--- config.mk ---
export PLATFORM = sky130hd
export DESIGN_NAME = ccs_regs
export DESIGN_NICKNAME = d
export VERILOG_FILES = /design/src/common/ccs_pkg.sv /design/src/core/ccs_index.sv /design/src/core/ccs_regs.sv /design/src/core/ccs_sync.sv
export VERILOG_INCLUDE_DIRS = /design/src /design/src/common
export SDC_FILE = /design/constraint.sdc
export NUM_CORES = 1
export LEC_CHECK = 0
export ABC_AREA = 1
export BUFFER_PORTS_ARGS = -buffer_cell sky130_fd_sc_hd__buf_4
export CAP_MARGIN = 15
export CORE_MARGIN = 8
export CORE_UTILIZATION = 43
export CTS_CLUSTER_SIZE = 16
export DETAILED_ROUTE_END_ITERATION = 6
export MAX_ROUTING_LAYER = met4
export PLACE_DENSITY = 0.73
export SLEW_MARGIN = 25
export SYNTH_ARGS = -nofsm -noshare
export SYNTH_HDL_FRONTEND = slang
export SYNTH_SLANG_ARGS = --single-unit
--- constraint.sdc ---
create_clock -name clk_sys_i -period 4.5 [get_ports clk_sys_i]
set_input_delay 1.125 -clock clk_sys_i [delete_from_list [all_inputs] [get_ports clk_sys_i]]
set_output_delay 1.125 -clock clk_sys_i [all_outputs]
set_load 0.02 [all_outputs]
--- src/common/ccs_map.svh ---
// offsets, index locations, field positions, codes and reset values of the bank
`ifndef CCS_MAP_SVH
`define CCS_MAP_SVH

// direct offsets from the board base address
`define CCS_OFS_BURST       16'h0405
`define CCS_OFS_FUNC        16'h0406
`define CCS_OFS_STATUS      16'h0407
// indexed window, present only while the bank is switched in
`define CCS_OFS_IDX_LSB     16'h000c
`define CCS_OFS_IDX_MSB     16'h000d
`define CCS_OFS_IDX_PTR     16'h000e

// locations inside the indexed array
`define CCS_IDX_GENCFG      8'h00
`define CCS_IDX_BURST       8'h41
`define CCS_IDX_FUNC        8'h42
`define CCS_IDX_STATUS      8'h43

// the only two defined codes of the enable registers
`define CCS_CODE_ON         8'h40
`define CCS_CODE_OFF        8'h00

// reset values
`define CCS_RST_BURST       1'b0
`define CCS_RST_FUNC        1'b0
`define CCS_RST_ADV_OFF     1'b0
`define CCS_RST_PTR         8'h00

// pointer steps
`define CCS_STEP_BYTE       8'h01
`define CCS_STEP_WORD       8'h02

// extended status fields
`define CCS_ST_BURST        6
`define CCS_ST_FUNC         5
`define CCS_ST_CONV         4
`define CCS_ST_WAIT         1
`define CCS_ST_CLK          0
// general configuration fields
`define CCS_GC_ADV_OFF      7

`endif

--- src/common/ccs_pkg.sv ---
// types shared by the compatibility configuration bank
package ccs_pkg;

    // bus cycle phase, gray along idle -> read/write -> idle
    typedef enum logic [1:0]
    {
        CCS_IDLE  = 2'b00,
        CCS_READ  = 2'b01,
        CCS_WRITE = 2'b10
    } ccs_phase_e;

    // one captured bus cycle
    typedef struct packed
    {
        logic [15:0] addr;   // full i/o address
        logic [15:0] data;   // write data
        logic        sbhe_n; // high byte enable, low active
    } ccs_cycle_s;

    // sensed jumper field, ordered as it reads back
    typedef struct packed
    {
        logic clock_jumper_sense;
        logic dma_or_fifth_jumper_sense;
        logic mode_jumper_4_sense;
        logic mode_jumper_3_sense;
        logic mode_jumper_2_sense;
        logic mode_jumper_1_sense;
        logic mode_jumper_0_sense;
    } ccs_jumpers_s;

endpackage

--- src/core/ccs_index.sv ---
// index pointer of the banked register array with automatic advance
`timescale 1ns/1ps
`include "ccs_map.svh"

module ccs_index (
    input  wire logic       clk_sys_i,   // system clock
    input  wire logic       rst_n_i,     // synchronous reset, low active
    input  wire logic       load_i,      // software writes the pointer
    input  wire logic [7:0] load_val_i,  // new pointer value
    input  wire logic       adv_i,       // one indexed data access ended
    input  wire logic       adv_word_i,  // that access was 16 bits
    input  wire logic       adv_off_i,   // automatic advance disabled
    output logic      [7:0] ptr_o        // current pointer
);

    // pointer: a load wins, else advance by access size unless held
    always_ff @(posedge clk_sys_i)
    begin
        if (!rst_n_i)
            ptr_o <= `CCS_RST_PTR;
        else if (load_i)
            ptr_o <= load_val_i;
        else if (adv_i && !adv_off_i)
            ptr_o <= ptr_o + (adv_word_i ? `CCS_STEP_WORD : `CCS_STEP_BYTE);
    end

endmodule

--- src/core/ccs_regs.sv ---
// compatibility configuration and status bank behind the i/o bus pins
`timescale 1ns/1ps
`include "ccs_map.svh"

module ccs_regs #(
    parameter logic [15:0] BASE_ADDR = 16'h0300 // board base i/o address
) (
    input  wire logic                  clk_sys_i,            // system clock, 10 MHz
    input  wire logic                  rst_n_i,              // synchronous reset, low active
    input  wire logic [15:0]           isa_addr_i,           // i/o address pins
    input  wire logic [15:0]           isa_data_i,           // data pins, inward
    output logic      [15:0]           isa_data_o,           // data pins, outward
    output logic                       isa_data_oe_o,        // drive data pins
    input  wire logic                  isa_ior_n_i,          // i/o read strobe
    input  wire logic                  isa_iow_n_i,          // i/o write strobe
    input  wire logic                  isa_sbhe_n_i,         // high byte enable
    input  wire logic                  isa_aen_i,            // dma owns the bus
    input  wire ccs_pkg::ccs_jumpers_s jumpers_i,            // jumper pins
    input  wire logic                  conversions_allowed_i, // adc triggers allowed
    input  wire logic                  bank_select_i,        // index window banked in
    input  wire logic                  ten_bit_decode_i,     // ten-bit address decode
    output logic                       burst_mode_on_o,      // adc burst mode enabled
    output logic                       ext_functions_on_o,   // extended functions enabled
    output logic                       index_advance_off_o,  // pointer advance held
    output logic      [7:0]            index_ptr_o           // index pointer value
);

    ////////////////////////////////////////////////////////////////////////////
    // pin synchronisation

    localparam int          BUS_W   = 36;                   // strobes, addr, data
    localparam logic [35:0] BUS_RST = {4'b1111, 32'h0000_0000}; // strobes idle

    logic [BUS_W-1:0]      bus_q;       // synchronised bus pins
    logic                  iow_n_q;     // synced write strobe
    logic                  ior_n_q;     // synced read strobe
    logic                  sbhe_n_q;    // synced byte enable
    logic                  aen_q;       // synced dma flag
    logic [15:0]           addr_q;      // synced address
    logic [15:0]           data_q;      // synced write data
    ccs_pkg::ccs_jumpers_s jmp_q;       // synced jumpers

    // bus pins through two stages
    ccs_sync #(
        .WIDTH   (BUS_W),
        .RST_VAL (BUS_RST)
    ) u_bus_sync (
        .clk_sys_i (clk_sys_i),
        .rst_n_i   (rst_n_i),
        .d_i       ({isa_aen_i, isa_sbhe_n_i, isa_ior_n_i, isa_iow_n_i,
                     isa_addr_i, isa_data_i}),
        .q_o       (bus_q)
    );

    // jumper pins through two stages
    ccs_sync #(
        .WIDTH   (7),
        .RST_VAL (7'h00)
    ) u_jmp_sync (
        .clk_sys_i (clk_sys_i),
        .rst_n_i   (rst_n_i),
        .d_i       (jumpers_i),
        .q_o       (jmp_q)
    );

    assign aen_q    = bus_q[35];
    assign sbhe_n_q = bus_q[34];
    assign ior_n_q  = bus_q[33];
    assign iow_n_q  = bus_q[32];
    assign addr_q   = bus_q[31:16];
    assign data_q   = bus_q[15:0];

    ////////////////////////////////////////////////////////////////////////////
    // state

    ccs_pkg::ccs_phase_e phase_r;    // current bus cycle phase
    ccs_pkg::ccs_cycle_s cyc_r;      // cycle held while the strobe is low
    logic                burst_r;    // burst mode enable
    logic                func_r;     // extended function enable
    logic                adv_off_r;  // index advance disable
    logic [7:0]          ptr;        // index pointer from the pointer block
    logic [15:0]         rd_data_r;  // read data driven to the pins
    logic                rd_hit_r;   // read address belongs to this bank

    ////////////////////////////////////////////////////////////////////////////
    // decode helpers

    // offset of an address from the base, cut to ten bits in ten-bit mode
    function automatic logic [15:0] ofs_of(input logic [15:0] a, input logic ten);
        logic [15:0] d;
        d = a - BASE_ADDR;
        ofs_of = ten ? {6'h00, d[9:0]} : d;
    endfunction

    // offset sits in the index window
    function automatic logic in_window(input logic [15:0] o);
        in_window = (o == `CCS_OFS_IDX_LSB) || (o == `CCS_OFS_IDX_MSB) ||
                    (o == `CCS_OFS_IDX_PTR);
    endfunction

    // apply a write code to an enable: only the two defined codes act
    function automatic logic apply_code(input logic cur, input logic [7:0] v);
        if (v == `CCS_CODE_ON)
            apply_code = 1'b1;
        else if (v == `CCS_CODE_OFF)
            apply_code = 1'b0;
        else
            apply_code = cur;
    endfunction

    ////////////////////////////////////////////////////////////////////////////
    // read-back values

    logic [7:0] status_byte; // extended status
    logic [7:0] gencfg_byte; // general configuration

    always_comb
    begin
        status_byte                  = 8'h00;
        status_byte[`CCS_ST_BURST]   = burst_r;
        status_byte[`CCS_ST_FUNC]    = func_r;
        status_byte[`CCS_ST_CONV]    = conversions_allowed_i;
        status_byte[`CCS_ST_WAIT]    = 1'b0;
        status_byte[`CCS_ST_CLK]     = jmp_q.clock_jumper_sense;
    end

    assign gencfg_byte = {adv_off_r, jmp_q};

    // byte at an array location; write-only and absent ones read zero
    function automatic logic [7:0] idx_byte(input logic [7:0] i,
                                            input logic [7:0] st,
                                            input logic [7:0] gc);
        case (i)
            `CCS_IDX_GENCFG: idx_byte = gc;
            `CCS_IDX_STATUS: idx_byte = st;
            default:         idx_byte = 8'h00;
        endcase
    endfunction

    ////////////////////////////////////////////////////////////////////////////
    // current cycle decode

    logic [15:0] cur_ofs;    // offset of the held cycle
    logic        cur_word;   // held cycle is a 16-bit index data access
    logic        cur_win;    // held cycle hits the banked window
    logic [7:0]  cur_loc;    // array location of its low byte
    logic        end_write;  // write strobe just released
    logic        end_read;   // read strobe just released

    assign cur_ofs   = ofs_of(cyc_r.addr, ten_bit_decode_i);
    assign cur_win   = bank_select_i && in_window(cur_ofs);
    assign cur_word  = !cyc_r.sbhe_n && (cur_ofs == `CCS_OFS_IDX_LSB);
    assign cur_loc   = ptr + ((cur_ofs == `CCS_OFS_IDX_MSB) ? 8'h01 : 8'h00);
    assign end_write = (phase_r == ccs_pkg::CCS_WRITE) && iow_n_q;
    assign end_read  = (phase_r == ccs_pkg::CCS_READ) && ior_n_q;

    ////////////////////////////////////////////////////////////////////////////
    // bus cycle phase

    // follow the synced strobes; dma cycles are not ours
    always_ff @(posedge clk_sys_i)
    begin
        if (!rst_n_i)
            phase_r <= ccs_pkg::CCS_IDLE;
        else
        begin
            case (phase_r)
                ccs_pkg::CCS_IDLE:
                begin
                    if (!aen_q && !ior_n_q)
                        phase_r <= ccs_pkg::CCS_READ;
                    else if (!aen_q && !iow_n_q)
                        phase_r <= ccs_pkg::CCS_WRITE;
                end
                ccs_pkg::CCS_READ:
                begin
                    if (ior_n_q)
                        phase_r <= ccs_pkg::CCS_IDLE;
                end
                ccs_pkg::CCS_WRITE:
                begin
                    if (iow_n_q)
                        phase_r <= ccs_pkg::CCS_IDLE;
                end
                default:
                    phase_r <= ccs_pkg::CCS_IDLE;
            endcase
        end
    end

    // hold address and data while a strobe is low, so the end uses stable values
    always_ff @(posedge clk_sys_i)
    begin
        if (!rst_n_i)
            cyc_r <= '0;
        else if (!aen_q && (!ior_n_q || !iow_n_q))
        begin
            cyc_r.addr   <= addr_q;
            cyc_r.data   <= data_q;
            cyc_r.sbhe_n <= sbhe_n_q;
        end
    end

    ////////////////////////////////////////////////////////////////////////////
    // write targets

    logic       wr_burst;   // write lands on the burst register
    logic       wr_func;    // write lands on the function register
    logic       wr_gencfg;  // write lands on general configuration
    logic [7:0] wr_burst_v; // byte for the burst register
    logic [7:0] wr_func_v;  // byte for the function register
    logic [7:0] wr_gc_v;    // byte for general configuration

    // direct offsets in full decode, array locations in the window
    always_comb
    begin
        wr_burst   = 1'b0;
        wr_func    = 1'b0;
        wr_gencfg  = 1'b0;
        wr_burst_v = cyc_r.data[7:0];
        wr_func_v  = cyc_r.data[7:0];
        wr_gc_v    = cyc_r.data[7:0];
        if (end_write)
        begin
            if (!ten_bit_decode_i && cur_ofs == `CCS_OFS_BURST)
                wr_burst = 1'b1;
            else if (!ten_bit_decode_i && cur_ofs == `CCS_OFS_FUNC)
                wr_func = 1'b1;
            else if (cur_win && cur_ofs != `CCS_OFS_IDX_PTR)
            begin
                // low byte, or the single byte of a byte access
                if (cur_loc == `CCS_IDX_BURST)
                    wr_burst = 1'b1;
                else if (cur_loc == `CCS_IDX_FUNC)
                    wr_func = 1'b1;
                else if (cur_loc == `CCS_IDX_GENCFG)
                    wr_gencfg = 1'b1;
                // high byte of a word lands one location up
                if (cur_word && (cur_loc + 8'h01) == `CCS_IDX_FUNC)
                begin
                    wr_func   = 1'b1;
                    wr_func_v = cyc_r.data[15:8];
                end
                else if (cur_word && (cur_loc + 8'h01) == `CCS_IDX_BURST)
                begin
                    wr_burst   = 1'b1;
                    wr_burst_v = cyc_r.data[15:8];
                end
                else if (cur_word && (cur_loc + 8'h01) == `CCS_IDX_GENCFG)
                begin
                    wr_gencfg = 1'b1;
                    wr_gc_v   = cyc_r.data[15:8];
                end
            end
        end
    end

    ////////////////////////////////////////////////////////////////////////////
    // enable registers

    // function enable
    always_ff @(posedge clk_sys_i)
    begin
        if (!rst_n_i)
            func_r <= `CCS_RST_FUNC;
        else if (wr_func)
            func_r <= apply_code(func_r, wr_func_v);
    end

    // burst enable, programmable only while functions are on
    always_ff @(posedge clk_sys_i)
    begin
        if (!rst_n_i)
            burst_r <= `CCS_RST_BURST;
        else if (wr_burst && func_r)
            burst_r <= apply_code(burst_r, wr_burst_v);
    end

    // general configuration: only the advance disable bit is writable
    always_ff @(posedge clk_sys_i)
    begin
        if (!rst_n_i)
            adv_off_r <= `CCS_RST_ADV_OFF;
        else if (wr_gencfg)
            adv_off_r <= wr_gc_v[`CCS_GC_ADV_OFF];
    end

    ////////////////////////////////////////////////////////////////////////////
    // index pointer

    logic ptr_load; // pointer written
    logic ptr_adv;  // index data access finished

    assign ptr_load = end_write && cur_win && (cur_ofs == `CCS_OFS_IDX_PTR);
    assign ptr_adv  = (end_write || end_read) && cur_win && (cur_ofs != `CCS_OFS_IDX_PTR);

    ccs_index u_index (
        .clk_sys_i  (clk_sys_i),
        .rst_n_i    (rst_n_i),
        .load_i     (ptr_load),
        .load_val_i (cyc_r.data[7:0]),
        .adv_i      (ptr_adv),
        .adv_word_i (cur_word),
        .adv_off_i  (adv_off_r),
        .ptr_o      (ptr)
    );

    ////////////////////////////////////////////////////////////////////////////
    // read path

    // refresh read data each cycle of a read; write-only registers do not answer at their direct offsets
    always_ff @(posedge clk_sys_i)
    begin
        if (!rst_n_i)
        begin
            rd_data_r <= 16'h0000;
            rd_hit_r  <= 1'b0;
        end
        else if (phase_r == ccs_pkg::CCS_READ && !ior_n_q)
        begin
            rd_hit_r  <= 1'b0;
            rd_data_r <= 16'h0000;
            if (!ten_bit_decode_i && cur_ofs == `CCS_OFS_STATUS)
            begin
                rd_hit_r  <= 1'b1;
                rd_data_r <= {8'h00, status_byte};
            end
            else if (cur_win && cur_ofs == `CCS_OFS_IDX_PTR)
            begin
                rd_hit_r  <= 1'b1;
                rd_data_r <= {8'h00, ptr};
            end
            else if (cur_win)
            begin
                rd_hit_r  <= 1'b1;
                rd_data_r <= {cur_word ? idx_byte(cur_loc + 8'h01, status_byte, gencfg_byte)
                                       : 8'h00,
                              idx_byte(cur_loc, status_byte, gencfg_byte)};
            end
        end
        else
            rd_hit_r <= 1'b0;
    end

    ////////////////////////////////////////////////////////////////////////////
    // outputs

    assign isa_data_o          = rd_data_r;
    assign isa_data_oe_o       = rd_hit_r && (phase_r == ccs_pkg::CCS_READ) && !ior_n_q;
    assign burst_mode_on_o     = burst_r;
    assign ext_functions_on_o  = func_r;
    assign index_advance_off_o = adv_off_r;
    assign index_ptr_o         = ptr;

endmodule

--- src/core/ccs_sync.sv ---
// two flip-flop synchroniser for pin inputs
`timescale 1ns/1ps

module ccs_sync #(
    parameter int               WIDTH   = 1,
    parameter logic [WIDTH-1:0] RST_VAL = '0
) (
    input  wire logic             clk_sys_i, // system clock
    input  wire logic             rst_n_i,   // synchronous reset, low active
    input  wire logic [WIDTH-1:0] d_i,       // asynchronous pins
    output logic      [WIDTH-1:0] q_o        // synchronised copy
);

    logic [WIDTH-1:0] meta_r; // first stage, read only by the second

    // two stages, reset to the idle pin levels
    always_ff @(posedge clk_sys_i)
    begin
        if (!rst_n_i)
        begin
            meta_r <= RST_VAL;
            q_o    <= RST_VAL;
        end
        else
        begin
            meta_r <= d_i;
            q_o    <= meta_r;
        end
    end

endmodule

# Word-level counts from Yosys, hierarchy flattened
# Cells that the tools add are included.
[totals]
output_inout_bits = 28
wordCells = 149
ff_bits = 149
[op_classes]
add_sub_neg = 4
n_eq_ne = 20
mux = 65
n_reduce_logical = 46
[ops]
columns = ["operator", "count"]
rows = [
  ["$mux W8", 21],
  ["$eq A8 B7 Y1 const B", 8],
  ["$mux W16", 4],
  ["$eq A16 B11 Y1 const B", 3],
  ["$eq A16 B4 Y1 const B", 3],
  ["$logic_not A8 Y1", 4],
  ["$mux W1", 32],
  ["$pmux W8 S2", 2],
  ["$logic_and A1 B1 Y1", 24],
  ["$ne A16 B4 Y1 const B", 1],
  ["$sub A16 B10 Y16 const B", 1],
  ["$mux W2", 5],
  ["$add A8 B1 Y8", 1],
  ["$add A8 B1 Y8 const B", 1],
  ["$add A8 B8 Y8", 1],
  ["$logic_not A1 Y1", 6],
  ["$pmux W2 S3", 1],
  ["$reduce_and A2 Y1", 3],
  ["$reduce_bool A2 Y1", 3],
  ["$logic_or A1 B1 Y1", 4],
  ["$ne A2 B1 Y1 const B", 2],
  ["$ne A3 B3 Y1 const B", 1],
  ["$reduce_and A3 Y1", 1],
  ["$eq A2 B1 Y1 const B", 1],
  ["2 further kinds", 2],
]

# Longest topological paths before layout
[depth]
ltp_word = 17
mapped_depth = 24

# Hierarchy
# A second synthesis with hierarchy kept.
[unflattened]
cells_unflattened = 815
hier_area_um2 = 6019.5
[modules_own_cells]
columns = ["mod", "instances", "cells_each", "area_per_inst_um2"]
rows = [
  ["ccs_regs", 1, 462, 2982.9],
  ["ccs_sync (u_bus_sync)", 1, 224, 2072.0],
  ["ccs_index", 1, 86, 568.0],
  ["ccs_sync (u_jmp_sync)", 1, 43, 396.6],
]

# Worst setup path after synthesis
# OpenSTA, ideal clock, no wires.
[synth_path]
kind = "input port to flip-flop"
from = "input port ten_bit_decode_i"
to = "register func_r, in the netlist ext_functions_on_o"
arrival_time_ns = 3.316
stages = 21
required_ns = 4.385
path_slack_ns = 1.069
setup_ns = 0.115
n_path_buf = 0
path_cell_list = "inv_2 > nand2_1 > nand3_1 > nor2_2 > nand2_1 > nor3_1 > ha_1 > ha_1 > nand2_1 > nor2_1 > nand2_1 > nand2_2 > nor2_4 > nand2_4 > nand3_2 > nor2_2 > nand3_1 > o21ai_1 > nand3_1 > nand2_1 > nor2_1"
[synth_via]
elab_chain_cells = 15
[synth_rtl]
columns = ["item", "line", "text"]
rows = [
  ["start: declaration", "ccs_regs.sv:21", "input wire logic ten_bit_decode_i,"],
  ["$mux W16", "ccs_regs.sv:92", "ofs_of = ten ? {6'h00, d[9:0]} : d;"],
  ["$eq A16 B4 Y1 (no line)", "n/a", ""],
  ["$mux W1", "ccs_regs.sv:153", "assign cur_loc = ptr + ((cur_ofs == `CCS_OFS_IDX_MSB) ? 8'h01 : 8'h00);"],
  ["$add A8 B1 Y8", "ccs_regs.sv:153", ""],
  ["$add A8 B1 Y8", "ccs_regs.sv:239", "if (cur_word && (cur_loc + 8'h01) == `CCS_IDX_FUNC)"],
  ["$eq A8 B7 Y1 (no line)", "n/a", ""],
  ["$logic_and A1 B1 Y1 (no line)", "n/a", ""],
  ["$mux W8", "ccs_regs.sv:239", ""],
  ["$mux W8", "ccs_regs.sv:229", "else if (cur_win && cur_ofs != `CCS_OFS_IDX_PTR)"],
  ["$mux W8", "ccs_regs.sv:227", "else if (!ten_bit_decode_i && cur_ofs == `CCS_OFS_FUNC)"],
  ["$mux W8", "ccs_regs.sv:225", "if (!ten_bit_decode_i && cur_ofs == `CCS_OFS_BURST)"],
  ["$mux W8", "ccs_regs.sv:223", "if (end_write)"],
  ["$eq A8 B7 Y1 (no line) or $logic_not A8 Y1 (tied branches)", "n/a", ""],
  ["$reduce_bool A2 Y1 (no line)", "n/a", ""],
  ["$reduce_and A2 Y1 (no line)", "n/a", ""],
  ["end signal: assignment", "ccs_regs.sv:265", "func_r <= `CCS_RST_FUNC;"],
  ["end signal: assignment", "ccs_regs.sv:267", "func_r <= apply_code(func_r, wr_func_v);"],
  ["end: declaration", "ccs_regs.sv:79", "logic func_r;"],
]
# Parallel ways exist; a longest one is shown, timed or not.
# A chain may end at the register's enable or synchronous reset.

# Final worst setup path
[layout_path]
from = "input port ten_bit_decode_i"
to = "register rd_data_r[5], in the netlist isa_data_o[5]"
[layout_via]
elab_chain_cells = 9
[layout_rtl]
columns = ["item", "line", "text"]
rows = [
  ["$mux W16", "ccs_regs.sv:92", ""],
  ["$eq A16 B4 Y1 (no line)", "n/a", ""],
  ["$mux W1", "ccs_regs.sv:153", ""],
  ["$add A8 B1 Y8", "ccs_regs.sv:153", ""],
  ["$eq A8 B7 Y1 or $logic_not A8 Y1 (tied branches)", "ccs_regs.sv:133", "case (i)"],
  ["$pmux W8 S2", "ccs_regs.sv:133", ""],
  ["$mux W16", "ccs_regs.sv:333", "else if (cur_win)"],
  ["$mux W16", "ccs_regs.sv:328", "else if (cur_win && cur_ofs == `CCS_OFS_IDX_PTR)"],
  ["$mux W16 *", "ccs_regs.sv:323", "if (!ten_bit_decode_i && cur_ofs == `CCS_OFS_STATUS)"],
  ["end signal: assignment", "ccs_regs.sv:326", "rd_data_r <= {8'h00, status_byte};"],
  ["end signal: assignment", "ccs_regs.sv:331", "rd_data_r <= {8'h00, ptr};"],
  ["end signal: assignment", "ccs_regs.sv:336", "rd_data_r <= {cur_word ? idx_byte(cur_loc + 8'h01, status_byte, gencfg_byte)"],
  ["end: declaration", "ccs_regs.sv:82", "logic [15:0] rd_data_r;"],
]
# Every way passes the cells marked *; elsewhere a longest branch is shown, timed or not.

==> flow_summary.ini <==
[power_and_ir_drop]
comb_power_share = 0.039
vdd_drop_max_uv = 284
p_int_mw = 2.28
power.share.clock = 0.485
switching_share = 0.211
seq_power_share = 0.476
power.switching_mw = 0.609
power_density_nw_per_um2 = 397
leakagePower_nw = 3.67

[critical_path]
max_stage_delay_ns = 0.32
cp-end-kind = flop
required_ns = 4.87
crit_fanout = 7
critPathSlowestCell = ha_1
worstPathCellList = buf_4 > inv_2 > nand2_1 > nand3_1 > nor2_2 > nand2_1 > nor3_1 > ha_1 > ha_1 > nand2_1 > nor2_1 > nand2_1 > nand2_2 > inv_2 > nor3_4 > nand2_2 > nor2_1 > a21oi_1 > o21ai_1 > nand2_1 > nand2_1
worst_path_most_repeated_cell = nand2_1
cp.arrival_ns = 3.92
crit_family = simple AND/OR/NAND/NOR gates
path_class = in -> reg
startpoint_type = input pin
crit_buf_inv = 3

[timing]
rsz0062_at_grt = false
setup_tns_ns = 0
tightest_slew_ns = 0.970
max_freq_mhz = 282
max_slew_margin = 0.353
period_share = 0.789
worst_slack_ns = 0.950
skew_ns = 0.0125
finalSetupViolCount = 0
maxSlewViolCount = 0
hold_viol = 0
min_period_ns = 3.55

[detailed_routing]
drt-initial-drc-count = 326
wl_per_cell_um = 12.5
route.detailed.drc = 0
ant_nets = 0
drt_wl_total_um = 13200
via_count = 4922
avgViaCountPerCell = 4.65
drt-pass1-iter-count = 5

[place]
dp_slack_ns = 0.546
port_buffers = 75
dpl.hpwl_um = 9420
globalplace.congestion = 0.944

[yosys]
syn-num-nets = 851
synthCells = 797
syn_area_per_cell_sq_um = 7.54
async_flop_share = 0
syn_area_sq_um = 6010
yosys_register_bits = 149
synth_area_leader_cell = dfxtp_1
ys_types = 42
synth_edf_count = 0
yosysWarnings = 0
ys.flop_type = dfxtp_1
seq_area_frac_synth = 0.496
synthTopCellsByArea = dfxtp_1 (50%), nand2_1 (11%), inv_1 (8.1%)
synth_top_area_frac = 0.496

[die]
fp.dieH_um = 134
initial_core_util = 0.436
coreArea_sq_um = 13800
dieArea_sq_um = 18000
dieWidth_um = 134
num_rows = 43
io_pins = 76

[grt]
use_met3 = 0.0419
grt_pass1_wl_um = 22300
grt.total_usage = 0.157
met1_usage = 0.190
grt-ovfl-total = 0
use_met2 = 0.240
busiest_layer = met2
antenna_found_initial = 0
grt_pass1_vias = 4707
grt_max_degree = 105

[clock_tree]
cts_buffer_depth = 2
post_cts_buffers = 0
cts_buffers = 17
ctsHtreeMaxLevel = 4
hold_buffers = 0
clock-sinks = 149
clock-root-buffer = clkbuf_16
path_clk_slew_ns = 0.06
cts_resized = 0
clock_latency_ns = 0.42
cts_tree = yes

[layout]
layout_commonest_cell = nand2_1
final_cell_mix = nand2_1 (177), dfxtp_1 (149), inv_1 (129)
final_layout_size_suffix_gt1_frac = 0.176
area_growth_pct = 21.3
fillers = 1328
n_antenna_cell = 0
layout.nets = 920

[status]
run_status = finished, final reports clean

[flow_run]
maxCapViolCount = 0

[worst_hold_path]
hold_path_class = reg -> reg
flip-flops by register name, summed over array words and instances (netlist names):
name	count
u_bus_sync.meta_r	36
u_bus_sync.q_o	36
cyc_r	33
isa_data_o	16
u_index.ptr_o	8
u_jmp_sync.meta_r	7
u_jmp_sync.q_o	7
phase_r	2
burst_mode_on_o	1
ext_functions_on_o	1
index_advance_off_o	1
rd_hit_r	1
final timing paths:
check / startpoint / to / slack [ns] / depth (start not counted)
hold reg to reg: u_bus_sync.meta_r[32] / u_bus_sync.q_o[32] / 0.41 / 1
setup / recovery: ten_bit_decode_i / isa_data_o[5] / 0.95 / 21
hold / removal: u_bus_sync.meta_r[32] / u_bus_sync.q_o[32] / 0.41 / 1
setup reg to reg: cyc_r[21] / isa_data_o[5] / 1.35 / 19
power by group through the flow:
| stage | clock network [mW] | registers [mW] | logic (mW) |
|---|---|---|---|
| floorplan | 0 | 1.40 | 0.0673 |
| global placement | 0 | 1.40 | 0.112 |
| detailed placement | 0 | 1.41 | 0.114 |
| CTS | 1.44 | 1.38 | 0.115 |
| global route | 1.49 | 1.38 | 0.131 |
| finish | 1.40 | 1.38 | 0.113 |
synthesized netlist by cell type (8+ instances only):
library cell	number
nand2_1	177
nand3_1	37
inv_1	129
o22ai_1	8
or2_2	8
a21oi_1	38
o21ai_0	41
nand4_1	12
dfxtp_1	149
clkbuf_1	23
nor2_1	90
o21ai_1	12
stage by stage:
step / utilization / area (sq um) / power, mW / hold WS, ns / std cells
after floorplan: - / 6010 / 1.47 / 0.390 / 797
after global placement: 0.486 / 6700 / 1.52 / 0.393 / 1027
after detailed placement: 0.486 / 6700 / 1.52 / 0.397 / 1027
after CTS: 0.529 / 7290 / 2.93 / 0.409 / 1059
after global routing: 0.529 / 7290 / 3.00 / 0.427 / 1059
final: 0.529 / 7290 / 2.89 / 0.405 / 1059
logic make-up after synthesis:
| family | Yosys count | synth area share |
|---|---|---|
| AO/OA/AOI/OAI | 109 | 0.0981 |
| XOR/XNOR | 5 | 0.00729 |
| adder cells (fa/ha/maj) | 6 | 0.0137 |
| buffers and inverters | 166 | 0.107 |
| flip-flops | 149 | 0.496 |
| AND/OR/NAND/NOR | 362 | 0.278 |
area by class of cell:
class | count | area (sq um) | area share
Clock inverter | 13 | 159 | 0.0218
Timing Repair Buffer | 78 | 586 | 0.0804
Inverter | 138 | 518 | 0.0711
Tap cell | 180 | 225 | 0.0309
Multi-Input combinational cell | 482 | 2380 | 0.327
Clock buffer | 19 | 433 | 0.0594
Sequential cell | 149 | 2980 | 0.409
layer usage:
layer	routed length, um	share of wire
met5	0	0
met4	285	0.022
met1	6390	0.48
met3	736	0.056
met2	5830	0.44
Power figures use the tool's default switching activity.
